**config.mk**
```make
export PLATFORM = sky130hd
export DESIGN_NAME = bus_startup_status_control
export DESIGN_NICKNAME = d
export VERILOG_FILES = /design/src/design/bus_startup_status_control.v /design/src/design/rate_gate.v /design/src/design/tick_gen.v
export VERILOG_INCLUDE_DIRS = /design/src /design/src/common
export SDC_FILE = /design/constraint.sdc
export NUM_CORES = 1
export LEC_CHECK = 0
export BUFFER_PORTS_ARGS = -buffer_cell sky130_fd_sc_hd__buf_2
export CORE_MARGIN = 2
export CORE_UTILIZATION = 35
export CTS_BUF_LIST = sky130_fd_sc_hd__clkbuf_8
export CTS_CLUSTER_DIAMETER = 40
export DETAILED_ROUTE_END_ITERATION = 7
export PLACE_DENSITY_LB_ADDON = 0.15
export SKIP_CTS_REPAIR_TIMING = 1
export SLEW_MARGIN = 20
export SYNTH_ARGS = -nofsm -noshare
export SYNTH_HDL_FRONTEND = slang
export SYNTH_SLANG_ARGS = --single-unit
```
**constraint.sdc**
```tcl
create_clock -name hclk -period 2.3 [get_ports hclk]
set_input_delay 0 -clock hclk [delete_from_list [all_inputs] [get_ports hclk]]
set_output_delay 0 -clock hclk [all_outputs]
set_load 0.01 [all_outputs]
```
**src/common/bsc_consts.vh**
```
// Purpose: Constants for the bus startup and status control block.
// Assumes: 25 MHz hclk, AHB-Lite register access with word offsets below.
// Notes: Included by every design file of the block.
// How it works
// - Wait a send delay of 2 to 255 s after bus voltage returns.
// - During the delay non-read telegrams are taken but ignored; outputs hold.
// - Nothing is transmitted while the delay runs.
// - At delay end transmit is enabled and outputs are refreshed.
// - Reads arriving during the delay are queued and answered afterwards; the queue holds eight and drops further reads.
// - A two second initialisation lies inside the delay, not added.
// - Rate choice: unlimited, one per second, or one per tenth second.
// - Heartbeat object 0 is off, cyclic value 0, or cyclic value 1.
// - Heartbeat period is 1 to 65535 s, default 60 s.
// - The first heartbeat goes only after the startup delay.
// - A qualifying poll write sends all status messages; the code sends one TX_STAT telegram on the poll object.
// - The poll value is 0 only, 1 only, or either.
// - Each binary input has one of five operating modes.
// - Each blind output pair may act as a single switching output.
// - Output features per output kind; flashing only on 6 A switch outputs.
`ifndef BSC_CONSTS_VH
`define BSC_CONSTS_VH
`define CLK_HZ 25000000
`define TENTH_MS 100
`define TENTH_CYC ((`CLK_HZ / 1000) * `TENTH_MS)
`define TENTHS_PER_S 4'h9
`define INIT_S 8'h02
`define DLY_RST 8'h02
`define CYC_RST 16'h003c
`define POLL_OBJ_RST 8'h01
`define A_CTRL 6'h00
`define A_CYCLE 6'h01
`define A_POLLOBJ 6'h02
`define A_INLO 6'h03
`define A_INHI 6'h04
`define A_OUTCFG 6'h05
`define A_STATUS 6'h06
`define F_DLY 0
`define F_RATE 8
`define F_HB 10
`define F_PEN 12
`define F_PM 13
`define F_FEAT 4
`define RATE_NONE 2'h0
`define RATE_1S 2'h1
`define RATE_TENTH 2'h2
`define HB_OFF 2'h0
`define HB_V0 2'h1
`define HB_V1 2'h2
`define PM_0 2'h0
`define PM_1 2'h1
`define PM_ANY 2'h2
`define IN_DISABLED 3'h0
`define IN_LAST 3'h4
`define TX_HB 2'h0
`define TX_RESP 2'h1
`define TX_STAT 2'h2
`define HB_OBJ 8'h00
`define FT_FLASH 5
`define ST_DOWN 2'h0
`define ST_WAIT 2'h1
`define ST_RUN 2'h2
`endif

```
**src/design/bus_startup_status_control.v**
```verilog
// Purpose: Startup delay, rate limit, heartbeat and status poll supervision.
// Assumes: Telegram ports are synchronous to hclk; one AHB-Lite slave.
// Notes: A read right after a write to the same register sees the old value.
`timescale 1ns/1ps
`default_nettype none
`include "bsc_consts.vh"
module bus_startup_status_control #(
	parameter TENTH_CYCLES = `TENTH_CYC,
	parameter AW = 3
) (
	input wire hclk,
	input wire hresetn,
	input wire hsel,
	input wire [31:0] haddr,
	input wire [1:0] htrans,
	input wire hwrite,
	input wire [2:0] hsize,
	input wire [31:0] hwdata,
	input wire hready,
	output reg hreadyout,
	output reg hresp,
	output reg [31:0] hrdata,
	input wire power_ok,
	input wire rx_valid,
	input wire rx_read,
	input wire [7:0] rx_obj,
	input wire rx_val,
	output reg tx_valid,
	input wire tx_ready,
	output reg [1:0] tx_kind,
	output reg [7:0] tx_obj,
	output reg tx_val,
	output reg run,
	output reg out_refresh,
	output reg [35:0] in_mode,
	output reg [3:0] pair_as_switch,
	output reg [47:0] func_en
);
	localparam DEPTH = 1 << AW;
	reg [1:0] state_reg;
	reg [7:0] secs_reg;
	reg restart_reg;
	reg [31:0] ctrl_reg;
	reg [15:0] cycle_reg;
	reg [7:0] poll_obj_reg;
	reg [5:0] feat_reg;
	reg wr_pend_reg;
	reg [5:0] waddr_reg;
	reg [7:0] q_mem [0:DEPTH-1];
	reg [AW-1:0] wp_reg;
	reg [AW-1:0] rp_reg;
	reg [AW:0] qcnt_reg;
	reg [15:0] hb_cnt_reg;
	reg hb_pend_reg;
	reg st_pend_reg;
	wire tenth_tick;
	wire sec_tick;
	wire slot_ok;
	wire [47:0] func_en_next;
	wire [7:0] dly = ctrl_reg[`F_DLY +: 8];
	wire [1:0] rate = ctrl_reg[`F_RATE +: 2];
	wire [1:0] hb_mode = ctrl_reg[`F_HB +: 2];
	wire poll_en = ctrl_reg[`F_PEN];
	wire [1:0] pm = ctrl_reg[`F_PM +: 2];
	wire [7:0] eff_dly = (dly < `INIT_S) ? `INIT_S : dly;
	wire going_run = (state_reg == `ST_WAIT) && sec_tick && (secs_reg == 8'h01) && power_ok;
	wire addr_ph = hsel && hready && htrans[1];
	wire q_full = (qcnt_reg == DEPTH[AW:0]);
	wire q_push = rx_valid && rx_read && (state_reg != `ST_DOWN) && !q_full;
	wire pm_hit = ((pm == `PM_0) && !rx_val) || ((pm == `PM_1) && rx_val) || (pm == `PM_ANY);
	wire poll_hit = rx_valid && !rx_read && (rx_obj == poll_obj_reg) && poll_en && pm_hit && run;
	wire can_send = run && !tx_valid && slot_ok;
	wire send_resp = can_send && (qcnt_reg != {(AW+1){1'b0}});
	wire send_hb = can_send && !send_resp && hb_pend_reg;
	wire send_st = can_send && !send_resp && !hb_pend_reg && st_pend_reg;
	wire launch = send_resp || send_hb || send_st;
	wire hb_due = run && sec_tick && (hb_cnt_reg <= 16'h0001);

	function [17:0] clean_modes;
		input [17:0] m;
		integer k;
		begin
			clean_modes = m;
			for (k = 0; k < 6; k = k + 1)
				if (m[3*k +: 3] > `IN_LAST)
					clean_modes[3*k +: 3] = `IN_DISABLED;
		end
	endfunction

	tick_gen #(
		.TENTH_CYCLES(TENTH_CYCLES)
	) u_tick (
		.hclk(hclk),
		.hresetn(hresetn),
		.restart(restart_reg),
		.tenth_tick(tenth_tick),
		.sec_tick(sec_tick)
	);

	rate_gate u_rate (
		.hclk(hclk),
		.hresetn(hresetn),
		.tenth_tick(tenth_tick),
		.sec_tick(sec_tick),
		.rate(rate),
		.take(launch),
		.slot_ok(slot_ok)
	);

	// Startup sequencing after bus voltage returns.
	always @(posedge hclk or negedge hresetn)
	begin
		if (!hresetn)
		begin
			state_reg <= `ST_DOWN;
			secs_reg <= 8'h00;
			restart_reg <= 1'b0;
			run <= 1'b0;
			out_refresh <= 1'b0;
		end
		else
		begin
			restart_reg <= 1'b0;
			out_refresh <= 1'b0;
			case (state_reg)
				`ST_DOWN:
				begin
					run <= 1'b0;
					if (power_ok)
					begin
						state_reg <= `ST_WAIT;
						secs_reg <= eff_dly;
						restart_reg <= 1'b1;
					end
				end
				`ST_WAIT:
				begin
					if (!power_ok)
						state_reg <= `ST_DOWN;
					else if (sec_tick)
					begin
						secs_reg <= secs_reg - 8'h01;
						if (secs_reg == 8'h01)
						begin
							state_reg <= `ST_RUN;
							run <= 1'b1;
							out_refresh <= 1'b1;
						end
					end
				end
				`ST_RUN:
				begin
					if (!power_ok)
					begin
						state_reg <= `ST_DOWN;
						run <= 1'b0;
					end
				end
				default:
				begin
					state_reg <= `ST_DOWN;
					run <= 1'b0;
				end
			endcase
		end
	end

	// Read request queue, answered once running.
	always @(posedge hclk)
	begin
		if (q_push)
			q_mem[wp_reg] <= rx_obj;
	end

	always @(posedge hclk or negedge hresetn)
	begin
		if (!hresetn)
		begin
			wp_reg <= {AW{1'b0}};
			rp_reg <= {AW{1'b0}};
			qcnt_reg <= {(AW+1){1'b0}};
		end
		else if (state_reg == `ST_DOWN)
		begin
			wp_reg <= {AW{1'b0}};
			rp_reg <= {AW{1'b0}};
			qcnt_reg <= {(AW+1){1'b0}};
		end
		else
		begin
			if (q_push)
				wp_reg <= wp_reg + {{(AW-1){1'b0}}, 1'b1};
			if (send_resp)
				rp_reg <= rp_reg + {{(AW-1){1'b0}}, 1'b1};
			if (q_push && !send_resp)
				qcnt_reg <= qcnt_reg + {{AW{1'b0}}, 1'b1};
			else if (send_resp && !q_push)
				qcnt_reg <= qcnt_reg - {{AW{1'b0}}, 1'b1};
		end
	end

	// Heartbeat timing and pending sends.
	always @(posedge hclk or negedge hresetn)
	begin
		if (!hresetn)
		begin
			hb_cnt_reg <= `CYC_RST;
			hb_pend_reg <= 1'b0;
			st_pend_reg <= 1'b0;
		end
		else
		begin
			if (!run && !going_run)
				st_pend_reg <= 1'b0;
			else if (poll_hit)
				st_pend_reg <= 1'b1;
			else if (send_st)
				st_pend_reg <= 1'b0;
			if (hb_mode == `HB_OFF || (!run && !going_run))
			begin
				hb_pend_reg <= 1'b0;
				hb_cnt_reg <= cycle_reg;
			end
			else if (going_run || hb_due)
			begin
				hb_pend_reg <= 1'b1;
				hb_cnt_reg <= cycle_reg;
			end
			else
			begin
				if (run && sec_tick)
					hb_cnt_reg <= hb_cnt_reg - 16'h0001;
				if (send_hb)
					hb_pend_reg <= 1'b0;
			end
		end
	end

	// Transmit port, held until the link takes it.
	always @(posedge hclk or negedge hresetn)
	begin
		if (!hresetn)
		begin
			tx_valid <= 1'b0;
			tx_kind <= `TX_HB;
			tx_obj <= 8'h00;
			tx_val <= 1'b0;
		end
		else if (!run || !power_ok)
			tx_valid <= 1'b0;
		else if (launch)
		begin
			tx_valid <= 1'b1;
			if (send_resp)
			begin
				tx_kind <= `TX_RESP;
				tx_obj <= q_mem[rp_reg];
				tx_val <= 1'b0;
			end
			else if (send_hb)
			begin
				tx_kind <= `TX_HB;
				tx_obj <= `HB_OBJ;
				tx_val <= (hb_mode == `HB_V1);
			end
			else
			begin
				tx_kind <= `TX_STAT;
				tx_obj <= poll_obj_reg;
				tx_val <= 1'b0;
			end
		end
		else if (tx_ready)
			tx_valid <= 1'b0;
	end

	// AHB-Lite slave, zero wait states, always OKAY.
	always @(posedge hclk or negedge hresetn)
	begin
		if (!hresetn)
		begin
			hreadyout <= 1'b0;
			hresp <= 1'b0;
			hrdata <= 32'h00000000;
			wr_pend_reg <= 1'b0;
			waddr_reg <= 6'h00;
		end
		else
		begin
			hreadyout <= 1'b1;
			hresp <= 1'b0;
			wr_pend_reg <= addr_ph && hwrite;
			if (addr_ph)
				waddr_reg <= haddr[7:2];
			if (addr_ph && !hwrite)
			begin
				case (haddr[7:2])
					`A_CTRL: hrdata <= ctrl_reg;
					`A_CYCLE: hrdata <= {16'h0000, cycle_reg};
					`A_POLLOBJ: hrdata <= {24'h000000, poll_obj_reg};
					`A_INLO: hrdata <= {14'h0000, in_mode[17:0]};
					`A_INHI: hrdata <= {14'h0000, in_mode[35:18]};
					`A_OUTCFG: hrdata <= {22'h000000, feat_reg, pair_as_switch};
					`A_STATUS: hrdata <= {15'h0000, tx_valid, st_pend_reg, hb_pend_reg,
						qcnt_reg, state_reg, secs_reg};
					default: hrdata <= 32'h00000000;
				endcase
			end
		end
	end

	always @(posedge hclk or negedge hresetn)
	begin
		if (!hresetn)
		begin
			ctrl_reg <= {24'h000000, `DLY_RST};
			cycle_reg <= `CYC_RST;
			poll_obj_reg <= `POLL_OBJ_RST;
			in_mode <= 36'h000000000;
			pair_as_switch <= 4'h0;
			feat_reg <= 6'h00;
		end
		else if (wr_pend_reg)
		begin
			case (waddr_reg)
				`A_CTRL: ctrl_reg <= {17'h00000, hwdata[14:0]};
				`A_CYCLE: cycle_reg <= hwdata[15:0];
				`A_POLLOBJ: poll_obj_reg <= hwdata[7:0];
				`A_INLO: in_mode[17:0] <= clean_modes(hwdata[17:0]);
				`A_INHI: in_mode[35:18] <= clean_modes(hwdata[17:0]);
				`A_OUTCFG:
				begin
					pair_as_switch <= hwdata[3:0];
					feat_reg <= hwdata[`F_FEAT +: 6];
				end
				default: ctrl_reg <= ctrl_reg;
			endcase
		end
	end

	// Feature enables per output: A..D are 20 A, E/G/I/K the 6 A singles.
	genvar i;
	generate
		for (i = 0; i < 8; i = i + 1)
		begin : g_out
			assign func_en_next[6*i +: 6] = (i < 4) ? (feat_reg & ~(6'h01 << `FT_FLASH))
				: (pair_as_switch[i % 4] ? feat_reg : 6'h00);
		end
	endgenerate

	always @(posedge hclk or negedge hresetn)
	begin
		if (!hresetn)
			func_en <= 48'h000000000000;
		else
			func_en <= func_en_next;
	end
endmodule // bus_startup_status_control
`default_nettype wire

```
**src/design/rate_gate.v**
```verilog
// Purpose: Telegram rate limiter giving send slots.
// Assumes: take is high in the cycle a telegram is launched.
// Notes: A tick in the same cycle as take reopens the slot.
`timescale 1ns/1ps
`default_nettype none
`include "bsc_consts.vh"
module rate_gate (
	input wire hclk,
	input wire hresetn,
	input wire tenth_tick,
	input wire sec_tick,
	input wire [1:0] rate,
	input wire take,
	output wire slot_ok
);
	reg credit_reg;
	assign slot_ok = credit_reg | (rate == `RATE_NONE);
	always @(posedge hclk or negedge hresetn)
	begin
		if (!hresetn)
			credit_reg <= 1'b1;
		else
		begin
			case (rate)
				`RATE_1S:
				begin
					if (sec_tick)
						credit_reg <= 1'b1;
					else if (take)
						credit_reg <= 1'b0;
				end
				`RATE_TENTH:
				begin
					if (tenth_tick)
						credit_reg <= 1'b1;
					else if (take)
						credit_reg <= 1'b0;
				end
				default:
					credit_reg <= 1'b1;
			endcase
		end
	end
endmodule // rate_gate
`default_nettype wire

```
**src/design/tick_gen.v**
```verilog
// Purpose: Tenth-second and second ticks from hclk.
// Assumes: restart realigns both ticks.
// Notes: Ticks are one-cycle pulses.
`timescale 1ns/1ps
`default_nettype none
`include "bsc_consts.vh"
module tick_gen #(
	parameter TENTH_CYCLES = `TENTH_CYC,
	parameter CW = 22
) (
	input wire hclk,
	input wire hresetn,
	input wire restart,
	output reg tenth_tick,
	output reg sec_tick
);
	localparam integer LAST_I = TENTH_CYCLES - 1;
	localparam [CW-1:0] LAST = LAST_I[CW-1:0];
	reg [CW-1:0] cnt_reg;
	reg [3:0] sub_reg;
	always @(posedge hclk or negedge hresetn)
	begin
		if (!hresetn)
		begin
			cnt_reg <= {CW{1'b0}};
			sub_reg <= 4'h0;
			tenth_tick <= 1'b0;
			sec_tick <= 1'b0;
		end
		else if (restart)
		begin
			cnt_reg <= {CW{1'b0}};
			sub_reg <= 4'h0;
			tenth_tick <= 1'b0;
			sec_tick <= 1'b0;
		end
		else
		begin
			tenth_tick <= 1'b0;
			sec_tick <= 1'b0;
			if (cnt_reg == LAST)
			begin
				cnt_reg <= {CW{1'b0}};
				tenth_tick <= 1'b1;
				if (sub_reg == `TENTHS_PER_S)
				begin
					sub_reg <= 4'h0;
					sec_tick <= 1'b1;
				end
				else
					sub_reg <= sub_reg + 4'h1;
			end
			else
				cnt_reg <= cnt_reg + {{(CW-1){1'b0}}, 1'b1};
		end
	end
endmodule // tick_gen
`default_nettype wire

```
==> metrics.txt <==
crit path capture qcnt_reg[3]; violated checks negative hold slack; worst-skew pair later-pin latency about 0.62 ns; Core ar. between 30000 and 40000 um^2; H-tree levels 2; routability-driven placement congestion ratio 0.7806; Main synth FF type dfrtp_1; worst min path class in -> reg; PortBufs between 150 and 200; largest cells by area after synthesis dfrtp_1 (40%), edfxtp_1 (15%), mux2_2 (6.0%); Worst Path Max Fanout 6; total global routing overflow 0; crit end category flip-flop; largest net degree at the start of global routing 76; Total GRT Usage 0.1845; Final setup viols 0; final wirelength roughly 35000 um; first-pass GRT wire length about 55000 um; Flop pwr share 0.475; total power ~13000 uW; clk buf depth 3; Pwr Density 774.5 nW/um^2; Crit path largest cell delay between 0.4 and 0.5 ns; clk root buf clkbuf_8; Post-synth EDFFs 64; Worst EP required between 2 and 3 ns; WHS -0.004334 ns; reg2reg end qcnt_reg[3]; routed vias around 9300; sw frac 0.2712; Netlist cell types 68; Seq/Total Area, Yosys 0.5725; CP startpoint qcnt_reg[1]; Hold Path Depth 6; biggest regs q_mem (64), in_mode (36), func_en (29); # diodes 0; status finished, violations left; Combinational Power Share 0.105; CTS clk-pin slew, worst paths ~0.05 ns; CP startpoint kind flip-flop; share of layout cells above drive strength 1 0.2981; TNS Setup 0 ns; Final ANT Viol Nets 0; Row Count 70; Avg Inst Size Synth 11.91 um^2; Layout Nets 1457; vias in the first global route 9235; Cells after Synth 1099; relative slew slack 0.5176; max-cap viol count 0; period utilisation layout 0.9437; # fillers between 3000 and 4000; Critical R2R Launch qcnt_reg[1]; Worst VDD drop ~0.38 mV; Pleak approximately 0.007 uW; Max Clock Freq 460.7 MHz; Ys Warns 0; async set-or-reset flop fraction in the synthesized netlist 0.7762; placed wire-length estimate between 20000 and 25000 um; most common cell after layout, fill and taps aside dfrtp_1; drt drc 0; mapped cell area approximately 13000 um^2; vias per std cell ~5; flop-to-flop setup slack roughly 0.13 ns; post-synth top area cell dfrtp_1; final worst path period need ~2.2 ns; sw power between 3000 and 4000 uW; RSZ-0062 raised after global routing no; Synth top area share 0.4035; Clock Power Share 0.419; Int Pwr approximately 9200 uW; Least-Margin Pin Slew between 0.7 and 0.8 ns; Final Hold Vio Count 1; die span in x 197.4 um; CTS tree yes; WP data arrival between 2 and 3 ns; Seq cells post-synth 286; die area 38950 um^2; worst r2r path cells 10; Area Overhead vs Synth 24.07%; final slew viol count 0; Die Y-Extent slightly below 200 um; slowest CP cell dfrtp_2; Initial Util 0.3566; Clock Sinks 286; drt wl/cell between 15 and 20 um; antenna violations before repair 1; clock skew between 0.03 and 0.04 ns; DR iter-0 viols between 500 and 600; Setup CP Type reg -> reg; CTS Buf Count 56; Top Ports 223; commonest cells after routing, fill and taps aside dfrtp_1 (210), buf_2 (158), nand2_1 (100); first-pass iteration count of the detailed router 5; most flop-heavy register q_mem; CP Cell Sequence nor4_2, buf_4, nor3_2, nand2b_4, ha_1, a21o_1, a21oi_2, nand3_1, o21ai_2, mux2i_1; max reg flops 64
==> metal layers <==
layer | global-route usage | up-vias | share of wire
met3 | 0.03603 | 50 | 0.048
met4 | 0.05096 | 2 | 0.017
met2 | 0.2870 | 236 | 0.46
met5 | 0 | - | 0.00037
li1 | - | 4412 | -
met1 | 0.2631 | 4632 | 0.47
==> power by group through the flow <==
stage | combinational, uW | sequential, uW | clock (uW)
after global placement | 1250 | 6060 | 0
final | 1320 | 5970 | 5270
after detailed placement | 1270 | 6060 | 0
after global routing | 1480 | 6030 | 5690
after floorplan | 739 | 5970 | 0
after CTS | 1280 | 5980 | 5450
==> stage by stage <==
stage	instances	setup slack [ns]	util	hold WS, ns	area [um^2]
finish	1870	0.1296	0.4424	-0.004334	16230
global route	1870	0.002993	0.4424	0.02402	16230
CTS	1824	-0.01451	0.4289	-0.6306	15740
detailed placement	1720	0.009572	0.3972	0.03314	14580
global placement	1720	0.01887	0.3972	0.02419	14580
floorplan	1117	0.03511	-	-0.2956	13170
==> kinds of logic (layout without fill, tap and decap cells) <==
group,after synthesis,after routing,synth area share
other,2,20,0.0005739
adders and majority gates,14,14,0.01396
and+or+nand+nor,344,344,0.1352
muxes,124,124,0.1216
DFF,286,286,0.5725
xor gates and xnor gates,50,50,0.03347
buffers and inverters,113,398,0.04437
AOI/OAI and AO/OA,166,166,0.07831
==> layout make-up <==
cell class | instances | area [um^2] | share of cell area
clock buffers | 63 | 867.1 | 0.05341
clock inverters | 41 | 299.0 | 0.01842
inverters | 36 | 135.1 | 0.008324
multi-input cells | 718 | 5140 | 0.3166
flip-flops and latches | 286 | 7492 | 0.4615
well taps | 468 | 585.6 | 0.03607
repair buffers | 258 | 1715 | 0.1057
==> worst max-delay path: cells and delay by family (launching register included) <==
family	cells	cell delay (ns)
flops	1	0.45
simple gates	4	0.59
buf+inv	1	0.15
fa+ha+maj	1	0.28
mux	1	0.18
compound gates	3	0.44
==> worst min-delay path by stage <==
| stage | start | to |
|---|---|---|
| 2_1_floorplan | hresetn | ctrl_reg[0] |
| 3_3_place_gp | hresetn | hreadyout |
| 3_5_place_dp | hresetn | hreadyout |
| 4_1_cts | hresetn | hreadyout |
| 5_1_grt | rx_valid | qcnt_reg[3] |
| 6_report | rx_valid | qcnt_reg[3] |
==> synthesized netlist by cell type (all sizes together) (3+ instances only) <==
master	n
edfxtp	64
clkbuf	27
inv	36
and2	28
a221oi	9
a21oi	28
nor4b	4
o221ai	5
buf	50
o21ai	77
nor2b	5
dfstp	11
o211ai	5
dfrtp	211
nor3	18
nor2	76
and3	5
nand4	9
o22ai	6
a22oi	13
or4	6
mux4	21
nand3b	3
xor2	18
nand4b	4
nor4	19
xnor2	32
or3	4
nand3	23
nand2b	27
nand2	100
ha	13
mux2i	33
nor3b	8
mux2	70
(Power assumes the default switching activity.)
